### src/logic/smg_pkg.sv
// Package with constants and types for the sample marker generator.
// Functional notes
// - Granularity 48/40/24/24/24/48 by output mode.
// - Single marked sample gives one-granule pulse.
// - Consecutive marked samples merge into one pulse.
// - Pulse length rounded to whole granules.
// - Sample marker follows channel delay like data.
// - Short gaps may merge into one pulse.
// - Pulse rises exactly at first marked sample.
// - Marker end may vary when loops occur.
// - Offset-started segments may show marker gaps.
// - Vector marker set once per sync period.
// - Vector marker ignores channel delay setting.
// - Action-table changes apply at next sample marker.
package smg_pkg;

    // Output modes of the channel.
    typedef enum logic [2:0] {
        SMG_HIGH_SPEED          = 3'h0,
        SMG_HIGH_PRECISION      = 3'h1,
        SMG_INTERP_BY_THREE     = 3'h2,
        SMG_INTERP_BY_TWELVE    = 3'h3,
        SMG_INTERP_BY_TWENTYFOUR = 3'h4,
        SMG_INTERP_BY_FORTYEIGHT = 3'h5
    } smg_mode_t;

    // Granularity in DAC samples for each mode.
    localparam logic [7:0] SMG_GRAN_HIGH_SPEED     = 8'h30;
    localparam logic [7:0] SMG_GRAN_HIGH_PRECISION = 8'h28;
    localparam logic [7:0] SMG_GRAN_INTERP_SHORT   = 8'h18;
    localparam logic [7:0] SMG_GRAN_INTERP_LONG    = 8'h30;

    // Sample width and maximum channel delay depth.
    localparam int SMG_SAMPLE_W  = 16;
    localparam int SMG_DELAY_MAX = 64;
    localparam int SMG_DELAY_W   = 6;

    // Sample word with its marker flag.
    typedef struct packed {
        logic                    mark;
        logic [SMG_SAMPLE_W-1:0] data;
    } smg_word_t;

    // Pending configuration word from the action table.
    typedef struct packed {
        logic        valid;
        logic [15:0] value;
    } smg_cfg_t;

endpackage

### src/logic/smg_delay_line.sv
// Programmable delay line carrying sample words with their marker flags.
`timescale 1ns/1ps
module smg_delay_line
    import smg_pkg::*;
#(
    parameter int DEPTH = SMG_DELAY_MAX,
    parameter int AW    = SMG_DELAY_W
) (
    // Clock and reset.
    input  wire logic          clk,
    input  wire logic          arst_n,
    // Delay setting in samples.
    input  wire logic [AW-1:0] delay,
    // Word in and out.
    input  wire smg_word_t     word_in,
    output smg_word_t          word_out
);

    smg_word_t       line_q [DEPTH];
    logic [AW-1:0]   wr_q;
    logic [AW-1:0]   rd_idx;

    // Read index trails the write index by the delay.
    assign rd_idx = wr_q - delay;

    // Circular store of words; marker and data share one slot.
    always_ff @(posedge clk or negedge arst_n) begin
        if (!arst_n) begin
            wr_q <= '0;
            for (int i = 0; i < DEPTH; i++) begin
                line_q[i] <= '0;
            end
        end else begin
            line_q[wr_q] <= word_in;
            wr_q         <= wr_q + 1'b1;
        end
    end

    // Delayed output selected from the store.
    assign word_out = line_q[rd_idx];

endmodule

### src/logic/smg_top.sv
// Top of the sample marker generator: quantised sample marker and vector marker.
`timescale 1ns/1ps
module smg_top
    import smg_pkg::*;
#(
    parameter int VEC_LEN = 48
) (
    // Clock and reset.
    input  wire logic                    SYS_CLK,
    input  wire logic                    ARST_N,
    // Mode and channel delay.
    input  wire logic [2:0]              MODE,
    input  wire logic [SMG_DELAY_W-1:0]  CHAN_DELAY,
    // Sample stream with marker flag.
    input  wire logic [SMG_SAMPLE_W-1:0] SAMPLE_IN,
    input  wire logic                    SAMPLE_MARK,
    // Vector marker request, sampled per sync period.
    input  wire logic                    VECTOR_MARK_REQ,
    // Action table configuration.
    input  wire logic                    CFG_VALID,
    input  wire logic [15:0]             CFG_VALUE,
    // Outputs.
    output logic [SMG_SAMPLE_W-1:0]      SAMPLE_OUT,
    output logic                         SAMPLE_MARKER,
    output logic                         VECTOR_MARKER,
    output logic                         SYNC_CLK_OUT,
    output logic [15:0]                  CFG_ACTIVE
);

    // Granularity lookup for a mode code.
    function automatic logic [7:0] gran_of(input logic [2:0] m);
        case (m)
            SMG_HIGH_SPEED:           gran_of = SMG_GRAN_HIGH_SPEED;
            SMG_HIGH_PRECISION:       gran_of = SMG_GRAN_HIGH_PRECISION;
            SMG_INTERP_BY_THREE:      gran_of = SMG_GRAN_INTERP_SHORT;
            SMG_INTERP_BY_TWELVE:     gran_of = SMG_GRAN_INTERP_SHORT;
            SMG_INTERP_BY_TWENTYFOUR: gran_of = SMG_GRAN_INTERP_SHORT;
            SMG_INTERP_BY_FORTYEIGHT: gran_of = SMG_GRAN_INTERP_LONG;
            default:                  gran_of = SMG_GRAN_HIGH_SPEED;
        endcase
    endfunction

    smg_word_t   word_in;
    smg_word_t   word_dly;
    logic [7:0]  gran;
    logic [7:0]  cnt_q;
    logic [7:0]  cnt_d;
    logic        active_q;
    logic        active_d;
    logic        pend_q;
    logic        pend_d;
    logic        rise;
    logic        marker_d;
    logic [7:0]  vec_q;
    logic        vec_last;
    logic        vreq_q;
    logic        vreq_d;
    logic        vec_mark_d;
    smg_cfg_t    cfg_q;
    smg_cfg_t    cfg_d;
    logic [SMG_SAMPLE_W-1:0] data_q;
    logic        marker_q;
    logic        vec_mark_q;
    logic        sync_q;
    logic [15:0] cfg_act_q;

    assign word_in = '{mark: SAMPLE_MARK, data: SAMPLE_IN};

    // Delay line shifts marker and data together.
    smg_delay_line #(
        .DEPTH (SMG_DELAY_MAX),
        .AW    (SMG_DELAY_W)
    ) u_delay (
        .clk      (SYS_CLK),
        .arst_n   (ARST_N),
        .delay    (CHAN_DELAY),
        .word_in  (word_in),
        .word_out (word_dly)
    );

    assign gran = gran_of(MODE);

    // Pulse timing: start at a mark, run whole granules while marks keep coming.
    assign rise     = word_dly.mark && !active_q;
    assign pend_d   = active_q && (cnt_q != 8'h01) ? (pend_q | word_dly.mark) : 1'b0;
    assign active_d = rise ? 1'b1 :
                      (active_q && cnt_q == 8'h01) ? (pend_q | word_dly.mark) : active_q;
    assign cnt_d    = rise ? gran :
                      (active_q && cnt_q == 8'h01) ? ((pend_q | word_dly.mark) ? gran : 8'h00) :
                      (active_q ? cnt_q - 8'h01 : 8'h00);
    assign marker_d = active_d;

    // Vector counter marks sync periods.
    assign vec_last   = (vec_q == 8'(VEC_LEN - 1));
    assign vreq_d     = vec_last ? 1'b0 : (vreq_q | VECTOR_MARK_REQ);
    assign vec_mark_d = vec_last ? (vreq_q | VECTOR_MARK_REQ) : vec_mark_q;

    // Pending config held until the next marker rises; a new write wins.
    assign cfg_d = CFG_VALID ? '{valid: 1'b1, value: CFG_VALUE} :
                   (rise ? '{valid: 1'b0, value: cfg_q.value} : cfg_q);

    // Marker state registers.
    always_ff @(posedge SYS_CLK or negedge ARST_N) begin
        if (!ARST_N) begin
            cnt_q    <= 8'h00;
            active_q <= 1'b0;
            pend_q   <= 1'b0;
            marker_q <= 1'b0;
            data_q   <= '0;
        end else begin
            cnt_q    <= cnt_d;
            active_q <= active_d;
            pend_q   <= pend_d;
            marker_q <= marker_d;
            data_q   <= word_dly.data;
        end
    end

    // Vector marker registers run on undelayed timing.
    always_ff @(posedge SYS_CLK or negedge ARST_N) begin
        if (!ARST_N) begin
            vec_q      <= 8'h00;
            vreq_q     <= 1'b0;
            vec_mark_q <= 1'b0;
            sync_q     <= 1'b0;
        end else begin
            vec_q      <= vec_last ? 8'h00 : vec_q + 8'h01;
            vreq_q     <= vreq_d;
            vec_mark_q <= vec_mark_d;
            sync_q     <= vec_last || (vec_q < 8'(VEC_LEN / 2 - 1));
        end
    end

    // Configuration applies at the marker rise.
    always_ff @(posedge SYS_CLK or negedge ARST_N) begin
        if (!ARST_N) begin
            cfg_q     <= '0;
            cfg_act_q <= 16'h0000;
        end else begin
            cfg_q <= cfg_d;
            if (rise && cfg_q.valid) begin
                cfg_act_q <= cfg_q.value;
            end
        end
    end

    assign SAMPLE_OUT    = data_q;
    assign SAMPLE_MARKER = marker_q;
    assign VECTOR_MARKER = vec_mark_q;
    assign SYNC_CLK_OUT  = sync_q;
    assign CFG_ACTIVE    = cfg_act_q;

endmodule

### config.mk
export PLATFORM = sky130hd
export DESIGN_NAME = smg_top
export DESIGN_NICKNAME = d
export VERILOG_FILES = /design/src/logic/smg_pkg.sv /design/src/logic/smg_delay_line.sv /design/src/logic/smg_top.sv
export SDC_FILE = /design/constraint.sdc
export NUM_CORES = 1
export LEC_CHECK = 0
export BUFFER_PORTS_ARGS = -buffer_cell sky130_fd_sc_hd__buf_2
export CAP_MARGIN = 20
export CORE_MARGIN = 3
export CORE_UTILIZATION = 35
export CTS_BUF_LIST = sky130_fd_sc_hd__clkbuf_4 sky130_fd_sc_hd__clkbuf_8
export CTS_CLUSTER_SIZE = 12
export DETAILED_ROUTE_END_ITERATION = 16
export GPL_TIMING_DRIVEN = 1
export PLACE_DENSITY_LB_ADDON = 0.25
export SLEW_MARGIN = 20
export SYNTH_ARGS = -nofsm -noshare
export SYNTH_HDL_FRONTEND = slang
export SYNTH_SLANG_ARGS = --single-unit
### constraint.sdc
create_clock -name SYS_CLK -period 8.77 [get_ports SYS_CLK]
set_input_delay 0.4385 -clock SYS_CLK [delete_from_list [all_inputs] [get_ports SYS_CLK]]
set_output_delay 0.4385 -clock SYS_CLK [all_outputs]
set_load 0.05 [all_outputs]
==> out/qor.txt, run 1 <==
Starting DRT DRC Count -> 1674
Min-Delay Endpoint -> u_delay.line_q[560]
Placed insts -> 4992
First-pass GRT wire length -> 209 mm
DP HPWL -> 78.8 mm
Routed length per instance -> 26.1 µm
Root buf cell -> clkbuf_8
Worst skew pair latency -> 0.91 ns
Outcome -> finished clean
IO buf count -> 80
Post-synth EDFFs -> 0
Critical path arrival -> 5.60 ns
Sw Pwr -> 3010 µW
Critical path data required time -> 9.54 ns
Crit path cell chain -> inv_1, ha_4, fa_4, buf_4, mux4_2, mux2i_1, a22oi_1, a22oi_1, nor4b_4, buf_4, mux2_1
IO Pins -> 81
Slew @ Worst Pin -> 1.12 ns
CTS tree -> yes
Clock Power Share -> 0.431
Slowest CP cell -> fa_4
DIE AREA -> 154000 µm²
Maximum vdd drop -> 0.000104 V
RSZ-0062 raised after global routing -> false
Final worst path period need -> 4.83 ns
Largest net degree at the start of global routing -> 176
Mapped cell area -> 52200 µm²
Hold path start -> SAMPLE_MARK
Core ar. -> 148000 µm²
# setup viols final -> 0
Fraction of layout cells with a size suffix above 1 -> 0.585
Crit Reg-Reg Endpoint -> CFG_ACTIVE[7]
Sequential fraction of design power -> 0.476
Initial antenna violation count -> 7
Placed Area -> 54900 µm²
GPL Wtd Cong -> 0.793
Synthesized net count -> 3252
CTS H-tree lvls -> 4
Slew headroom -> 0.254
Internal power -> 9050 µW
Leak pwr -> 0.0249 µW
Via density -> 5.38
Vias -> 28900
FF-to-FF setup slack -> 3.94 ns
Post-CTS Hold Buffers -> 26
Critical Path End Type -> flip-flop
CTS Buf Count -> 198
Vias in the first global route -> 30300
Main flop type after synthesis -> dfrtp_1
Die height -> 392 µm
Syn_area_per_cell -> 16.3 µm²
Clk_skew -> 0.0386 ns
Fmax -> 0.207 GHz
Worst min-delay path category -> in2reg
Setup TNS -> 0 ns
Nets -> 3345
Routed Antenna Nets -> 0
Reg2Reg Depth -> 11
Worst Hold Depth -> 2
Post-synth ARST share -> 1.00
Layout Cells excl Fill -> 5369
Top fanout value on the critical path -> 47
R2r startpoint -> u_delay.wr_q[0]
DR DRC count -> 0
Sequential area share after synthesis -> 0.558
Fillcell total -> 13500
CTS Sinks -> 1164
Largest delay share family, worst path -> buffers and inverters
Setup Crit Path Kind -> reg2reg
Critical Path Source Type -> flip-flop
Final hold vios -> 0
Total gr overflow -> 0
Part of the power in combinational logic -> 0.093
Final WL -> 140 mm
1st-pass router iterations -> 5
CP peak stage delay -> 0.93 ns
Net Sw Frac -> 0.250
CTS-repair resized insts -> 0
Clock buffer depth -> 3
CTS clk-pin slew, worst paths -> 0.06 ns
Die X -> 392 µm
Initial Util -> 0.353
Area grow syn2layout -> 13.9%
PwrDens -> 203 nW/µm²
Post-synthesis cell count -> 3196
Max Cap Viol -> 0
Number of post-CTS setup repair buffers -> 0
GRT Overall Usage -> 0.184
Finished Cell Area -> 59400 µm²
CP Launch Point -> u_delay.wr_q[0]
Num rows -> 141
Register bit count reported by yosys -> 1164
Synth warn -> 0
Worst Path Buf+Inv -> 3
Tcrit/Tclk final -> 0.551
Synth cell types -> 48
Max Slew Vio Count -> 0
## Yosys cell counts (all sizes together), types with 3 or more instances
cell	instances	area, µm²
ha	9	113
nand3	11	60.1
xor2	11	104
and3	5	31.3
nand2b	4	25.0
and2	3	18.8
nand2	31	116
nor3	6	30.0
clkbuf	230	863
nor2b	16	100
or3	7	43.8
mux2i	24	240
o21ai	6	30.0
a21oi	21	105
inv	10	37.5
mux2	1120	12600
a22oi	3	22.5
dfrtp	1164	29100
mux4	336	7570
xnor2	9	78.8
a211oi	16	120
buf	59	260
nor2	71	267
## through the flow
step | setup slack, ns | hold slack [ns] | util | power (µW)
2_1_floorplan | 5.01 | 0.143 | - | 6490
3_3_place_gp | 3.90 | 0.452 | 0.371 | 6960
3_5_place_dp | 3.86 | 0.464 | 0.371 | 6970
4_1_cts | 3.85 | 0.0831 | 0.401 | 12300
5_1_grt | 3.56 | 0.0309 | 0.402 | 12600
6_report | 3.94 | 0.0847 | 0.402 | 12100
## kinds of logic (layout without fill, tap and decap cells)
family	count (synthesis)	in the layout	synth area share
mux	1480	1480	0.391
buf+inv	299	541	0.0222
simple gates	167	167	0.0154
fa+ha+maj	10	10	0.00254
xor+xnor	20	20	0.00350
flops	1164	1164	0.558
compound gates	56	56	0.00729
other cells	0	1	0
## power groups by stage
stage               clock network, µW  registers (µW)  logic (µW)
global route                     5590            5760        1210
finish                           5200            5740        1130
global placement                    0            5830        1130
detailed placement                  0            5830        1140
CTS                              5370            5740        1150
floorplan                           0            5840         652
## sequential cells by signal, summed over array words and instances, names as in the netlist
name and flops:
CFG_ACTIVE 16, SAMPLE_MARKER 1, SAMPLE_OUT 16, SYNC_CLK_OUT 1, VECTOR_MARKER 1, cfg_q 17
cnt_q 8, pend_q 1, u_delay.line_q 1088, u_delay.wr_q 6, vec_q 8, vreq_q 1
## worst max path at each step
stage	slack (ns)	cells past startpoint	to
after global placement	3.90	8	SAMPLE_OUT[1]
after global routing	3.56	8	SAMPLE_OUT[8]
after CTS	3.85	8	SAMPLE_OUT[1]
final	3.94	11	CFG_ACTIVE[7]
after floorplan	5.01	12	SAMPLE_OUT[10]
after detailed placement	3.86	8	SAMPLE_OUT[8]
## metal layers
| metal | global-route usage | wire length [µm] | vias to the layer above |
|---|---|---|---|
| met2 | 0.293 | 66300 | 555 |
| li1 | - | - | 12100 |
| met4 | 0.0448 | 2480 | 6 |
| met5 | 0 | 43 | - |
| met3 | 0.0385 | 6410 | 188 |
| met1 | 0.259 | 64800 | 16000 |
## cell type report
class                   count  area (µm²)  area share
clock buffers             317        3910      0.0657
inverters                  10        37.5    0.000631
well taps                1930        2410      0.0406
flip-flops and latches   1164       29100       0.490
multi-input cells        1733       22300       0.375
diodes                      1        2.50   0.0000421
repair buffers            182        1340      0.0226
clock inverters            32         345     0.00581
## placed cells by master, fill, tap and decap left out, drive strengths merged, types with 6 or more instances in the layout
master,synthesis,final
a211oi,16,16
nor2b,16,16
nor3,6,6
or3,7,7
dlygate4sd3,0,26
nor2,71,71
clkinv,0,16
xor2,11,11
clkbuf,230,317
dfrtp,1164,1164
ha,9,9
mux2,1120,1120
xnor2,9,9
nand2,31,31
buf,59,156
nand3,11,11
a21oi,21,21
mux2i,24,24
inv,10,19
o21ai,6,6
mux4,336,336
Power figures use the tool's default switching activity.
==> run 2: changes to the inputs <==
==> constraint.sdc (replaced) <==
create_clock -name SYS_CLK -period 3.9 [get_ports SYS_CLK]
set_input_delay 0.195 -clock SYS_CLK [delete_from_list [all_inputs] [get_ports SYS_CLK]]
set_output_delay 0.195 -clock SYS_CLK [all_outputs]
set_load 0.05 [all_outputs]
==> run 2 against run 1 <==
  * Fmax rose by 27%
  * Register-to-register slack got worse by 3.8 ns
  * Critical path depth rose by 1
  * Critical path type unchanged
  * Highest routed layer unchanged
==> out/qor.txt, run 2 (synthesis results as in run 1) <==
Outcome -> finished clean
Final WL -> 145 mm (+3.8%)
Worst min-delay path category -> in2reg
PwrDens -> 452 nW/µm² (+120%)
Hold path start -> SAMPLE_IN[4]
Total gr overflow -> 0 (unchanged)
Critical path arrival -> 4.56 ns (-1.04 ns)
Clk_skew -> 0.0510 ns (+0.0124 ns)
GPL Wtd Cong -> 0.771 (-2.8%)
Met3 usage -> 0.0310 (-0.00746)
Vias -> 29400 (+1.7%)
Vias in the first global route -> 31400 (+3.5%)
Fmax -> 0.263 GHz (+27%)
Clock buffer depth -> 3 (unchanged)
Largest register FFs -> 1088 (unchanged)
Slew @ Worst Pin -> 1.11 ns (-0.00856 ns)
RSZ-0062 raised after global routing -> false
First-pass GRT wire length -> 217 mm (+3.8%)
Commonest cells after routing, fill and taps aside -> 1164 x dfrtp_1, 1110 x mux2_2, 336 x mux4_2, 268 x clkbuf_8, 120 x buf_4
Critical path data required time -> 4.65 ns (-4.89 ns)
GR peak layer -> met2
CTS Sinks -> 1164 (unchanged)
IO Pins -> 81 (unchanged)
CP Launch Point -> u_delay.wr_q[0]
Die X -> 392 µm (unchanged)
DP HPWL -> 85.4 mm (+8.4%)
Placed insts -> 5074 (+1.6%)
Critical Path Source Type -> flip-flop
Overall Power -> 27500 µW (+130%)
CTS H-tree lvls -> 4 (unchanged)
Final hold vios -> 0 (unchanged)
Slew headroom -> 0.262 (+0.00779)
CP peak stage delay -> 0.93 ns (about the same)
Largest delay share family, worst path -> adder cells
Largest regs -> u_delay.line_q: 1088 flops, cfg_q: 17 flops
Worst Path Buf+Inv -> 4 (+1)
GR Layer Usage met2 -> 0.303 (+0.0107)
Routed Antenna Nets -> 0 (unchanged)
Max Slew Vio Count -> 0 (unchanged)
Routed length per instance -> 26.4 µm (+1.1%)
Commonest non-fill, non-tap cell in the layout -> dfrtp_1
R2r startpoint -> u_delay.wr_q[0]
Fraction of layout cells with a size suffix above 1 -> 0.589 (+0.00439)
Via density -> 5.33 (-0.89%)
CTS clk-pin slew, worst paths -> 0.06 ns (about the same)
Slowest CP cell -> fa_4
DR DRC count -> 0 (unchanged)
Initial antenna violation count -> 4 (-3)
Root buf cell -> clkbuf_8
Fin util -> 0.411 (+0.00951)
Maximum vdd drop -> 0.000334 V (+220%)
CTS Buf Count -> 200 (+1.0%)
DIE AREA -> 154000 µm² (unchanged)
Layout Cells excl Fill -> 5510 (+2.6%)
Area grow syn2layout -> 16.6%
Leak pwr -> 0.0257 µW (+3.2%)
Setup Crit Path Kind -> reg2reg
IO buf count -> 80 (unchanged)
Critical Path End Type -> flip-flop
Dpl ws -> 0.117 ns (-3.75 ns)
Die height -> 392 µm (unchanged)
GRT Overall Usage -> 0.192 (+0.00762)
Largest Register -> u_delay.line_q
Top fanout value on the critical path -> 20 (-57%)
Starting DRT DRC Count -> 1673 (-0.060%)
Setup TNS -> 0 ns (unchanged)
# setup viols final -> 0 (unchanged)
Core ar. -> 148000 µm² (unchanged)
GR Util met1 -> 0.277 (+0.0179)
1st-pass router iterations -> 5 (unchanged)
Max Cap Viol -> 0 (unchanged)
PnR worst setup slack -> 0.0942 ns (-3.85 ns)
Initial Util -> 0.353 (unchanged)
Nets -> 3469 (+3.7%)
Crit-path most repeated cell -> buf_12
Tcrit/Tclk final -> 0.976 (+0.425)
Largest net degree at the start of global routing -> 111 (-37%)
CTS tree -> yes
Num rows -> 141 (unchanged)
Final worst path period need -> 3.81 ns (-1.02 ns)
Worst skew pair latency -> 0.92 ns (about the same)
Crit path cell chain -> inv_1, ha_4, fa_4, buf_12, mux4_2, mux2i_1, a31oi_1, a22oi_1, buf_4, nor4b_4, buf_12, mux2_1
==> run 2: changes by cell type in the layout (fill, tap and decap cells not counted), sizes merged <==
cell	change
buf	+82
clkinvlp	+4
clkbuf	+16
inv	-5
dlygate4sd3	+40
diode	+2
bufinv	-4
clkinv	+6
==> run 2: through the flow <==
stage,hold WS (ns),instance area (µm²)
floorplan,-0.101,52200
global placement,0.322,55700
detailed placement,0.322,55700
CTS,0.00158,60800
global route,0.0609,60900
finish,0.0869,60900
==> run 2: final timing paths <==
path	cells after the start	to	slack, ns
min in group asynchronous	3	vec_q[7]	0.18
max	12	CFG_ACTIVE[5]	0.09
max in group asynchronous	3	SAMPLE_OUT[0]	2.90
min reg2reg	1	vec_q[0]	0.46
min	2	u_delay.line_q[242]	0.09
max reg2reg	12	CFG_ACTIVE[5]	0.09
==> run 2: timing repair <==
| item | 4_1_cts | 5_1_grt |
|---|---|---|
| gates resized for setup | 0 | 1 |
| endpoints found under the setup margin | 0 | 9 |
| hold endpoints to repair | 998 | 0 |
| setup buffers | 0 | 0 |
| hold buffers | 67 | 0 |
==> run 2: power by group <==
part	total, µW	switching, µW	internal (µW)	leakage (µW)
clock network	12000	5150	6810	0.00236
registers	12900	315	12600	0.0142
logic	2650	1460	1190	0.00918
==> run 2: final cells by class <==
cell class	instances	area (µm²)
antenna	3	7.51
timing repair buffer	304	2730
sequential	1164	29100
clock buffer	333	4180
tap	1930	2410
clock inverter	33	253
inverter	10	37.5
multi-input combinational	1733	22100
fill	13400	87200
==> run 2: metal layers <==
layer  vias to the layer above  share of wire  routed length (µm)
met5                         -        0.00012                  17
met4                         2          0.017                2440
met3                       172          0.038                5450
met2                       584           0.47               68500
met1                     16200           0.47               68900
li1                      12400              -                   -
==> run 2: worst reg2reg max path, delay by kind of cell, from the launching register on <==
family                     cells  cell delay (ns)
AOI/OAI and AO/OA              2             0.51
muxes                          3             0.87
adders and majority gates      2             1.10
and+or+nand+nor                1             0.06
buffers and inverters          4             0.75
DFF                            1             0.36
